**src/verilog/rpms_consts.vh**
```
/*
 * holds: register offsets, field positions, reset values and timing figures
 *        of the reader power mode sequencer.
 * assumes: included by bare name; clock of 10 MHz (100 ns period).
 */
`ifndef RPMS_CONSTS_VH
`define RPMS_CONSTS_VH

// ****************************************************
// register byte addresses
// ****************************************************
`define RPMS_ADDR_CSC        8'h00
`define RPMS_ADDR_REG        8'h2C
`define RPMS_ADDR_OSC        8'h3C
`define RPMS_ADDR_STATE      8'h40
// ****************************************************
// register indices (printed offsets)
// ****************************************************
`define RPMS_IDX_CSC         8'h00
`define RPMS_IDX_REG         8'h0B
`define RPMS_IDX_OSC         8'h0F
// ****************************************************
// field positions
// ****************************************************
`define RPMS_CSC_STBY        7
`define RPMS_CSC_TXALL       5
`define RPMS_CSC_HALF        4
`define RPMS_CSC_RXON        1
`define RPMS_CSC_5V          0
`define RPMS_REG_AUTO        7
`define RPMS_OSC_OK          6
// ****************************************************
// reset values
// ****************************************************
`define RPMS_CSC_RESET       8'h01
`define RPMS_REG_RESET       8'h87
// ****************************************************
// timing figures
// ****************************************************
`define RPMS_CLK_HZ          10000000
`define RPMS_CONFIRM_US      100
`define RPMS_STBY_US         100
`define RPMS_MODE1_US        25
`define RPMS_AUX_HZ          60000
`define RPMS_SETTLE_US       500
`define RPMS_ADJ_US          50

`endif

```
**src/verilog/rpms_timer.v**
```verilog
/*
 * holds: a loadable down counter that flags when it reaches zero.
 * assumes: single clock clk_i, synchronous active-high reset.
 */
`timescale 1ns/100ps

module rpms_timer #(
    parameter W = 16
) (
    // clock and reset
    input  wire         clk_i,
    input  wire         rst_i,
    // control
    input  wire         load_i,
    input  wire [W-1:0] value_i,
    // status
    output wire         done_o
);

    reg [W-1:0] count;

    always @(posedge clk_i) begin
        if (rst_i) begin
            count <= {W{1'b0}};
        end else if (load_i) begin
            count <= value_i;
        end else if (count != {W{1'b0}}) begin
            count <= count - {{(W-1){1'b0}}, 1'b1};
        end
    end

    assign done_o = (count == {W{1'b0}});

endmodule // rpms_timer

```
**src/verilog/rpms_sequencer.v**
```verilog
/*
 * holds: power mode sequencer with a classic Wishbone register slave.
 * assumes: clk_i is the crystal-derived clock at 10 MHz; enable pins are
 *          asynchronous and pass three flip-flops; rst_i synchronous.
 */
`timescale 1ns/100ps
`include "rpms_consts.vh"


module rpms_sequencer #(
    parameter SETTLE_CYC = (`RPMS_SETTLE_US * (`RPMS_CLK_HZ / 1000000)),
    parameter TW         = 16
) (
    // clock and reset
    input  wire        clk_i,
    input  wire        rst_i,
    // wishbone slave
    input  wire        cyc_i,
    input  wire        stb_i,
    input  wire        we_i,
    input  wire [7:0]  adr_i,
    input  wire [3:0]  sel_i,
    input  wire [31:0] dat_i,
    output reg  [31:0] dat_o,
    output reg         ack_o,
    output reg         err_o,
    // enable pins
    input  wire        main_enable_i,
    input  wire        wake_enable_pin_i,
    // power controls
    output reg         digital_supply_output_o,
    output reg         regulators_on_o,
    output reg         osc_run_o,
    output reg         regulator_adjust_o,
    output reg         tx_on_o,
    output reg         tx_half_o,
    output reg         rx_on_o,
    output reg         supply_5v_o,
    // controller clock output
    output reg         controller_clock_output_o,
    output reg         clock_fast_o
);

    // ****************************************************
    // timing counts
    // ****************************************************
    localparam CYC_PER_US  = `RPMS_CLK_HZ / 1000000;
    localparam CONFIRM_CYC = `RPMS_CONFIRM_US * CYC_PER_US;
    localparam STBY_CYC    = `RPMS_STBY_US * CYC_PER_US;
    localparam MODE1_CYC   = `RPMS_MODE1_US * CYC_PER_US;
    localparam ADJ_CYC     = `RPMS_ADJ_US * CYC_PER_US;
    localparam AUX_HALF    = `RPMS_CLK_HZ / (2 * `RPMS_AUX_HZ);

    // ****************************************************
    // states
    // ****************************************************
    localparam ST_DOWN    = 3'd0;
    localparam ST_SLEEP   = 3'd1;
    localparam ST_START   = 3'd2;
    localparam ST_CONFIRM = 3'd3;
    localparam ST_RESUME  = 3'd4;
    localparam ST_ACTIVE  = 3'd5;

    // ****************************************************
    // pin synchronisers
    // ****************************************************
    reg [2:0] en_sync;
    reg [2:0] wake_sync;
    reg       en_lvl;
    reg       wake_lvl;
    reg       en_prev;
    reg       wake_prev;

    always @(posedge clk_i) begin
        if (rst_i) begin
            en_sync   <= 3'h0;
            wake_sync <= 3'h0;
            en_lvl    <= 1'b0;
            wake_lvl  <= 1'b0;
            en_prev   <= 1'b0;
            wake_prev <= 1'b0;
        end else begin
            en_sync   <= {en_sync[1:0], main_enable_i};
            wake_sync <= {wake_sync[1:0], wake_enable_pin_i};
            if (en_sync[1] == en_sync[2]) begin
                en_lvl <= en_sync[2];
            end
            if (wake_sync[1] == wake_sync[2]) begin
                wake_lvl <= wake_sync[2];
            end
            en_prev   <= en_lvl;
            wake_prev <= wake_lvl;
        end
    end

    wire en_rise   = en_lvl & ~en_prev;
    wire wake_rise = wake_lvl & ~wake_prev;

    // ****************************************************
    // registers
    // ****************************************************
    reg  [7:0] csc;
    reg  [7:0] regctl;
    reg        osc_ok;
    reg  [2:0] state;
    reg  [2:0] next_state;
    reg        csc_prev_stby;

    wire       bus_req = cyc_i & stb_i & ~ack_o & ~err_o;
    wire       hit_csc = (adr_i == `RPMS_ADDR_CSC);
    wire       hit_reg = (adr_i == `RPMS_ADDR_REG);
    wire       hit_osc = (adr_i == `RPMS_ADDR_OSC);
    wire       hit_st  = (adr_i == `RPMS_ADDR_STATE);
    wire       hit_any = hit_csc | hit_reg | hit_osc | hit_st;
    wire       wr_go   = cyc_i & stb_i & we_i & sel_i[0] & ack_o;
    wire       wr_reg  = wr_go & hit_reg;
    wire       auto_rise = wr_reg & dat_i[`RPMS_REG_AUTO] & ~regctl[`RPMS_REG_AUTO];

    always @(posedge clk_i) begin
        if (rst_i) begin
            csc    <= `RPMS_CSC_RESET;
            regctl <= `RPMS_REG_RESET;
            ack_o  <= 1'b0;
            err_o  <= 1'b0;
            dat_o  <= 32'h00000000;
        end else begin
            ack_o <= bus_req & hit_any;
            err_o <= bus_req & ~hit_any;
            if (wr_go & hit_csc) begin
                csc <= dat_i[7:0];
            end
            if (wr_reg) begin
                regctl <= dat_i[7:0];
            end
            if (bus_req & ~we_i) begin
                dat_o <= 32'h00000000;
                if (hit_csc) begin
                    dat_o[7:0] <= csc;
                end
                if (hit_reg) begin
                    dat_o[7:0] <= regctl;
                end
                if (hit_osc) begin
                    dat_o[`RPMS_OSC_OK] <= osc_ok;
                end
                if (hit_st) begin
                    dat_o[2:0] <= state;
                end
            end
        end
    end

    // ****************************************************
    // timers
    // ****************************************************
    reg             t_load;
    reg  [TW-1:0]   t_value;
    wire            t_done;
    reg             a_load;
    wire            a_done;

    rpms_timer #(
        .W (TW)
    ) u_seq_timer (
        .clk_i   (clk_i),
        .rst_i   (rst_i),
        .load_i  (t_load),
        .value_i (t_value),
        .done_o  (t_done)
    );

    rpms_timer #(
        .W (TW)
    ) u_adj_timer (
        .clk_i   (clk_i),
        .rst_i   (rst_i),
        .load_i  (a_load),
        .value_i (ADJ_CYC[TW-1:0]),
        .done_o  (a_done)
    );

    // ****************************************************
    // state machine
    // ****************************************************
    always @* begin
        next_state = state;
        t_load     = 1'b0;
        t_value    = SETTLE_CYC[TW-1:0];
        case (state)
            ST_DOWN, ST_SLEEP: begin
                if (en_lvl | wake_rise) begin
                    next_state = ST_START;
                    t_load     = 1'b1;
                end else if (wake_lvl) begin
                    next_state = ST_SLEEP;
                end else begin
                    next_state = ST_DOWN;
                end
            end
            ST_START: begin
                if (t_done & a_done) begin
                    t_load     = 1'b1;
                    t_value    = CONFIRM_CYC[TW-1:0];
                    next_state = en_lvl ? ST_ACTIVE : ST_CONFIRM;
                end
            end
            ST_CONFIRM: begin
                if (en_lvl) begin
                    next_state = ST_ACTIVE;
                end else if (t_done) begin
                    next_state = wake_lvl ? ST_SLEEP : ST_DOWN;
                end
            end
            ST_RESUME: begin
                if (~en_lvl) begin
                    next_state = wake_lvl ? ST_SLEEP : ST_DOWN;
                end else if (t_done) begin
                    next_state = ST_ACTIVE;
                end
            end
            ST_ACTIVE: begin
                if (~en_lvl) begin
                    next_state = wake_lvl ? ST_SLEEP : ST_DOWN;
                end else if (csc_prev_stby & ~csc[`RPMS_CSC_STBY]) begin
                    next_state = ST_RESUME;
                    t_load     = 1'b1;
                    t_value    = STBY_CYC[TW-1:0];
                end
            end
            default: begin
                next_state = ST_DOWN;
            end
        endcase
    end

    always @(posedge clk_i) begin
        if (rst_i) begin
            state         <= ST_DOWN;
            osc_ok        <= 1'b0;
            csc_prev_stby <= 1'b0;
            a_load        <= 1'b0;
        end else begin
            state         <= next_state;
            csc_prev_stby <= csc[`RPMS_CSC_STBY];
            a_load        <= (en_rise | auto_rise) & regctl[`RPMS_REG_AUTO] | auto_rise;
            if ((state == ST_START) && (next_state != ST_START)) begin
                osc_ok <= 1'b1;
            end else if ((next_state == ST_DOWN) || (next_state == ST_SLEEP)) begin
                osc_ok <= 1'b0;
            end
        end
    end

    // ****************************************************
    // mode 1 resume delay
    // ****************************************************
    reg [TW-1:0] m1_count;
    reg          m1_ready;

    always @(posedge clk_i) begin
        if (rst_i) begin
            m1_count <= {TW{1'b0}};
            m1_ready <= 1'b0;
        end else if (state != ST_ACTIVE || csc[`RPMS_CSC_STBY]) begin
            m1_count <= MODE1_CYC[TW-1:0];
            m1_ready <= 1'b0;
        end else if (m1_count != {TW{1'b0}}) begin
            m1_count <= m1_count - {{(TW-1){1'b0}}, 1'b1};
        end else begin
            m1_ready <= 1'b1;
        end
    end

    // ****************************************************
    // auxiliary clock divider
    // ****************************************************
    reg [TW-1:0] aux_count;
    reg          aux_clk;

    always @(posedge clk_i) begin
        if (rst_i) begin
            aux_count <= {TW{1'b0}};
            aux_clk   <= 1'b0;
        end else if (aux_count == AUX_HALF[TW-1:0] - {{(TW-1){1'b0}}, 1'b1}) begin
            aux_count <= {TW{1'b0}};
            aux_clk   <= ~aux_clk;
        end else begin
            aux_count <= aux_count + {{(TW-1){1'b0}}, 1'b1};
        end
    end

    // ****************************************************
    // outputs
    // ****************************************************
    wire running = (state == ST_ACTIVE) || (state == ST_RESUME);
    wire rf_ok   = (state == ST_ACTIVE) & ~csc[`RPMS_CSC_STBY] & m1_ready;

    always @(posedge clk_i) begin
        if (rst_i) begin
            digital_supply_output_o   <= 1'b0;
            regulators_on_o           <= 1'b0;
            osc_run_o                 <= 1'b0;
            regulator_adjust_o        <= 1'b0;
            tx_on_o                   <= 1'b0;
            tx_half_o                 <= 1'b0;
            rx_on_o                   <= 1'b0;
            supply_5v_o               <= 1'b1;
            controller_clock_output_o <= 1'b0;
            clock_fast_o              <= 1'b0;
        end else begin
            digital_supply_output_o <= (state != ST_DOWN);
            regulators_on_o         <= (state != ST_DOWN) && (state != ST_SLEEP);
            osc_run_o               <= (state != ST_DOWN) && (state != ST_SLEEP);
            regulator_adjust_o      <= ~a_done;
            supply_5v_o             <= csc[`RPMS_CSC_5V];
            tx_on_o                 <= rf_ok & csc[`RPMS_CSC_TXALL];
            tx_half_o               <= rf_ok & csc[`RPMS_CSC_TXALL] & csc[`RPMS_CSC_HALF];
            rx_on_o                 <= rf_ok & (csc[`RPMS_CSC_TXALL] | csc[`RPMS_CSC_RXON]);
            clock_fast_o            <= running || (state == ST_CONFIRM);
            if (running || (state == ST_CONFIRM)) begin
                controller_clock_output_o <= ~controller_clock_output_o;
            end else if (state == ST_DOWN) begin
                controller_clock_output_o <= 1'b0;
            end else begin
                controller_clock_output_o <= aux_clk;
            end
        end
    end

endmodule // rpms_sequencer

```
**config.mk**
```make
export PLATFORM = sky130hd
export DESIGN_NAME = rpms_sequencer
export DESIGN_NICKNAME = d
export VERILOG_FILES = /design/src/verilog/rpms_timer.v /design/src/verilog/rpms_sequencer.v
export VERILOG_INCLUDE_DIRS = /design/src /design/src/verilog
export SDC_FILE = /design/constraint.sdc
export NUM_CORES = 1
export LEC_CHECK = 0
export ABC_CLOCK_PERIOD_IN_PS = 2140
export BUFFER_PORTS_ARGS = -buffer_cell sky130_fd_sc_hd__buf_2
export CAP_MARGIN = 20
export CORE_UTILIZATION = 50
export CTS_BUF_LIST = sky130_fd_sc_hd__clkbuf_16
export CTS_CLUSTER_SIZE = 25
export DETAILED_ROUTE_END_ITERATION = 16
export MAX_ROUTING_LAYER = met4
export PLACE_DENSITY_LB_ADDON = 0.05
export SYNTH_ARGS = -nofsm -noshare
export SYNTH_HDL_FRONTEND = slang
export SYNTH_SLANG_ARGS = --single-unit
```
**constraint.sdc**
```tcl
create_clock -name clk_i -period 2.14 [get_ports clk_i]
set_clock_uncertainty 0.05 [all_clocks]
set_input_delay 0.107 -clock clk_i [delete_from_list [all_inputs] [get_ports clk_i]]
set_output_delay 0.107 -clock clk_i [all_outputs]
set_load 0.01 [all_outputs]
```
==> impl_metrics.prom <==
# TYPE chip_impl_metric gauge
chip_impl_metric{name="cp.arrival",unit="ns"} 2.45
chip_impl_metric{name="clkSinkCount",unit=""} 117
chip_impl_metric{name="cts_max_path_buffers",unit=""} 2
chip_impl_metric{name="finish.net_count",unit=""} 746
chip_impl_metric{name="syn-cell-area",unit="µm²"} 5250
chip_impl_metric{name="viasPerCell",unit=""} 5.26
chip_impl_metric{name="post_synth_mux_area_share",unit=""} 0.0267
chip_impl_metric{name="multi_input_area",unit="µm²"} 2760
chip_impl_metric{name="die_height",unit="µm"} 104
chip_impl_metric{name="drt_total_wl",unit="mm"} 10.9
chip_impl_metric{name="timing.reg2reg.setup_slack",unit="ns"} -0.04
chip_impl_metric{name="core",unit="µm²"} 10200
chip_impl_info{name="crit_slowest_cell",value="sky130_fd_sc_hd__or3b_4"} 1
chip_impl_info{name="cts_tree",value="yes"} 1
chip_impl_info{name="cp_cell_sequence",value="inv_2 > ha_4 > or3b_4 > nand4b_1 > buf_6 > nor4_4 > buf_4 > a21oi_1 > a221oi_2"} 1
chip_impl_info{name="rsz0062_at_grt",value="yes"} 1
chip_impl_metric{name="post-layout-total-power",unit="mW"} 8.26
chip_impl_metric{name="dr_total_vias",unit=""} 4404
chip_impl_metric{name="fmaxAchievable",unit="MHz"} 460
chip_impl_info{name="root_buffer",value="sky130_fd_sc_hd__clkbuf_16"} 1
chip_impl_metric{name="max_slew_margin",unit=""} 0.644
chip_impl_metric{name="synth.distinct_cells",unit=""} 57
chip_impl_info{name="outcome",value="finished with violations"} 1
chip_impl_metric{name="p_seq_frac",unit=""} 0.329
chip_impl_metric{name="p_leak",unit="nW"} 2.65
chip_impl_metric{name="die_area",unit="µm²"} 10900
chip_impl_info{name="violations",value="setup timing"} 1
chip_impl_info{name="critical_r2r_launch",value="u_seq_timer.count[0]"} 1
chip_impl_info{name="synth_top_flop_cell",value="sky130_fd_sc_hd__dfxtp_1"} 1
chip_impl_metric{name="hold_violation_total_from_the_final_report",unit=""} 0
chip_impl_metric{name="post-place-cells",unit=""} 786
chip_impl_metric{name="grt_first_pass_wirelength",unit="mm"} 18.3
chip_impl_metric{name="worst_path_largest_cell_delay",unit="ns"} 0.37
chip_impl_metric{name="ys_warn_count",unit=""} 0
chip_impl_metric{name="drtIter0Drc",unit=""} 174
chip_impl_metric{name="p_sw_frac",unit=""} 0.303
chip_impl_metric{name="synth_area_in_xor_xnor",unit=""} 0.0784
chip_impl_metric{name="drcViolationCount",unit=""} 0
chip_impl_metric{name="post_synthesis_adder_cell_area_fraction",unit=""} 0.0143
chip_impl_metric{name="diodes",unit=""} 0
chip_impl_metric{name="number_of_enable_flip_flop_cells_after_synthesis",unit=""} 0
chip_impl_metric{name="path_clk_slew",unit="ns"} 0.05
chip_impl_metric{name="drtAntennaViolNets",unit=""} 0
chip_impl_info{name="crit_family",value="simple AND/OR/NAND/NOR gates"} 1
chip_impl_metric{name="global_route.usage.total",unit=""} 0.217
chip_impl_metric{name="timing_max_transition_violations_final",unit=""} 0
chip_impl_metric{name="max_cap_viol_count",unit=""} 0
chip_impl_info{name="worst-setup-path-type",value="reg2reg"} 1
chip_impl_metric{name="final_design_area_no_fill",unit="µm²"} 6630
chip_impl_metric{name="cts-htree-levels",unit=""} 4
chip_impl_metric{name="wire_per_inst",unit="µm"} 13.0
chip_impl_metric{name="postLayoutSetupSlackWorst",unit="ns"} -0.0358
chip_impl_metric{name="internal-power",unit="mW"} 5.76
chip_impl_metric{name="vias_in_the_first_global_route",unit=""} 3999
chip_impl_metric{name="setup-violations-final",unit=""} 3
chip_impl_metric{name="dp_hpwl",unit="mm"} 7.39
chip_impl_metric{name="power.clock.fraction",unit=""} 0.359
chip_impl_metric{name="postPlaceCellArea",unit="µm²"} 5740
chip_impl_metric{name="synth_seq_area_share",unit=""} 0.446
chip_impl_metric{name="period_share",unit=""} 1.02
chip_impl_info{name="combinational_family_with_the_most_area_after_synthesis",value="simple AND/OR/NAND/NOR gates"} 1
chip_impl_metric{name="critPathRequiredTime",unit="ns"} 2.42
chip_impl_metric{name="postSynthCellCount",unit=""} 595
chip_impl_metric{name="antenna_found_initial",unit=""} 0
chip_impl_metric{name="synthesized_area_fraction_occupied_by_ao_oa_aoi_and_oai_cells",unit=""} 0.110
chip_impl_info{name="setup.worst_path.start",value="u_seq_timer.count[0]"} 1
chip_impl_metric{name="detailedRoute.firstPassIterationCount",unit=""} 4
chip_impl_metric{name="synth_seq_cells",unit=""} 117
chip_impl_metric{name="synthToLayoutAreaGrowth",unit="%"} 26.4
chip_impl_metric{name="core_rows",unit=""} 37
chip_impl_metric{name="start_util",unit=""} 0.513
chip_impl_metric{name="asyncSetResetFlopFracSynth",unit=""} 0
chip_impl_metric{name="port_buffers",unit=""} 43
chip_impl_metric{name="overflow",unit=""} 0
chip_impl_metric{name="cts_buf_count",unit=""} 17
chip_impl_metric{name="synth-simple-area-share",unit=""} 0.259
chip_impl_metric{name="x_dimension_of_the_die",unit="µm"} 104
chip_impl_metric{name="grt_max_degree",unit=""} 26
chip_impl_metric{name="drive_gt1_frac",unit=""} 0.208
chip_impl_info{name="crit_path_end",value="state[0]"} 1
chip_impl_metric{name="critPathMaxFanout",unit=""} 6
chip_impl_metric{name="comb_power_share",unit=""} 0.312
chip_impl_metric{name="net_switching_power",unit="mW"} 2.51
chip_impl_metric{name="cp_num_cells",unit=""} 9
chip_impl_metric{name="clk-insertion-delay-late",unit="ns"} 0.41
chip_impl_metric{name="final.fill_count",unit=""} 893
chip_impl_metric{name="gp_congestion",unit=""} 0.848
chip_impl_metric{name="top_level_ports",unit=""} 95
chip_impl_metric{name="powerDensity",unit="nW/µm²"} 1250
chip_impl_metric{name="power.ir.vdd_worst",unit="µV"} 674
chip_impl_info{name="critical_path.endpoint_type",value="flip-flop"} 1
chip_impl_metric{name="fin_cells",unit=""} 838
chip_impl_metric{name="area_of_all_sequential_standard_cells",unit="µm²"} 2340
chip_impl_metric{name="path_buf_inv",unit=""} 3
chip_impl_info{name="timing.rr.end",value="state[0]"} 1
chip_impl_metric{name="min_period",unit="ns"} 2.18
chip_impl_metric{name="postSynthAreaPerCell",unit="µm²"} 8.82
chip_impl_metric{name="fin_tns_setup",unit="ns"} -0.0651
chip_impl_metric{name="worst_pin_slew",unit="ns"} 0.530
chip_impl_info{name="worstHoldPathType",value="in2reg"} 1
chip_impl_info{name="kind_of_launch_point_of_the_worst_setup_path",value="flip-flop"} 1
chip_impl_metric{name="worstRegToRegCells",unit=""} 9
[metal layers]
layer / global-route usage / vias up / part of all wire
li1: - / 2225 / -
met1: 0.267 / 2064 / 0.49
met2: 0.329 / 99 / 0.46
met3: 0.0645 / 16 / 0.036
met4: 0.0959 / 0 / 0.014
met5: - / - / 0
[timing repair]
action                                 4_1_cts  5_1_grt
hold buffers                                13        0
pin swaps                                    2       12
cloned                                       0        1
setup buffers                                1        5
gates resized for setup                      2       22
endpoints found under the hold margin       24        0
setup endpoints to repair                    4       16
[cell type report]
class,instances,area share
Multi-Input combinational cell,438,0.416
Sequential cell,117,0.354
Timing Repair Buffer,100,0.103
Clock buffer,17,0.0641
Clock inverter,15,0.0296
Tap cell,136,0.0257
Inverter,15,0.00849
[sequential cells by signal, indices dropped and copies added (netlist names), 3 cells and up]
signal,flops
u_adj_timer.count,16
state,3
regctl,8
dat_o,8
csc,8
m1_count,16
u_seq_timer.count,16
aux_count,16
en_sync,3
wake_sync,3
[worst min-delay path by stage]
| stage | cells past startpoint | slack, ns | startpoint | endpoint |
|---|---|---|---|---|
| after floorplan | 1 | 0.14 | rst_i | en_prev |
| after global placement | 2 | 0.27 | main_enable_i | en_sync[0] |
| after detailed placement | 2 | 0.28 | main_enable_i | en_sync[0] |
| after CTS | 4 | 0.08 | stb_i | err_o |
| after global routing | 4 | 0.11 | stb_i | err_o |
| final | 4 | 0.09 | stb_i | err_o |
[layout by cell type, fill, tap and decap left out, types with 5 or more instances in the layout]
cell,count
sky130_fd_sc_hd__bufinv_16,5
sky130_fd_sc_hd__nor2_1,95
sky130_fd_sc_hd__dlygate4sd3_1,13
sky130_fd_sc_hd__dfxtp_1,115
sky130_fd_sc_hd__a211oi_1,9
sky130_fd_sc_hd__xor2_1,30
sky130_fd_sc_hd__or2_2,6
sky130_fd_sc_hd__a211o_1,5
sky130_fd_sc_hd__clkbuf_16,17
sky130_fd_sc_hd__nor3_1,18
sky130_fd_sc_hd__or3_1,6
sky130_fd_sc_hd__nor4_1,12
sky130_fd_sc_hd__buf_2,43
sky130_fd_sc_hd__nor2b_1,20
sky130_fd_sc_hd__xnor2_1,17
sky130_fd_sc_hd__a21oi_1,33
sky130_fd_sc_hd__nand2_1,18
sky130_fd_sc_hd__inv_1,17
sky130_fd_sc_hd__nand3_1,14
sky130_fd_sc_hd__or4_1,12
sky130_fd_sc_hd__o21ai_0,10
sky130_fd_sc_hd__mux2i_1,14
sky130_fd_sc_hd__conb_1,24
sky130_fd_sc_hd__nand3b_1,6
sky130_fd_sc_hd__nand2b_1,7
sky130_fd_sc_hd__nand4_1,10
sky130_fd_sc_hd__buf_4,42
[worst min-delay path: cells and delay by family]
family,cells,cell delay (ns)
buf+inv,1,0.10
simple gates,3,0.29
[power groups by stage]
stage | clock network [mW] | logic (mW) | registers, mW
after floorplan | 0 | 1.69 | 2.73
after global placement | 0 | 2.36 | 2.73
after detailed placement | 0 | 2.40 | 2.75
after CTS | 3.02 | 2.45 | 2.70
after global routing | 3.12 | 2.86 | 2.75
final | 2.97 | 2.58 | 2.72
[Yosys cell counts, types with 10 or more instances]
library cell / number / area share
sky130_fd_sc_hd__nor2b_1: 20 / 0.024
sky130_fd_sc_hd__xnor2_1: 17 / 0.028
sky130_fd_sc_hd__dfxtp_1: 117 / 0.45
sky130_fd_sc_hd__nor3_1: 18 / 0.017
sky130_fd_sc_hd__clkbuf_1: 15 / 0.011
sky130_fd_sc_hd__inv_1: 15 / 0.011
sky130_fd_sc_hd__or4_1: 14 / 0.020
sky130_fd_sc_hd__nand4_1: 10 / 0.012
sky130_fd_sc_hd__nor4_1: 13 / 0.015
sky130_fd_sc_hd__nand2_1: 20 / 0.014
sky130_fd_sc_hd__mux2i_1: 14 / 0.027
sky130_fd_sc_hd__a21oi_1: 37 / 0.035
sky130_fd_sc_hd__o21ai_0: 10 / 0.0095
sky130_fd_sc_hd__nor2_1: 97 / 0.069
sky130_fd_sc_hd__buf_4: 26 / 0.037
sky130_fd_sc_hd__nand3_1: 14 / 0.013
sky130_fd_sc_hd__a211oi_1: 11 / 0.016
sky130_fd_sc_hd__xor2_1: 30 / 0.050
[stage by stage]
stage,hold slack [ns],util,worst slack [ns]
2_1_floorplan,0.140,-,0.00225
3_3_place_gp,0.268,0.561,0.0329
3_5_place_dp,0.281,0.561,-0.0130
4_1_cts,0.0767,0.636,0.00821
5_1_grt,0.105,0.648,-0.146
6_report,0.0855,0.648,-0.0358
[kinds of logic (layout without fill, tap and decap cells)]
kind of cell    after synthesis  count (layout)
xor+xnor                     47              47
compound gates               90              90
simple gates                256             257
mux                          14              14
flops                       117             117
other cells                   1              24
fa+ha+maj                     6               6
buf+inv                      64             147
(Power assumes the default switching activity.)
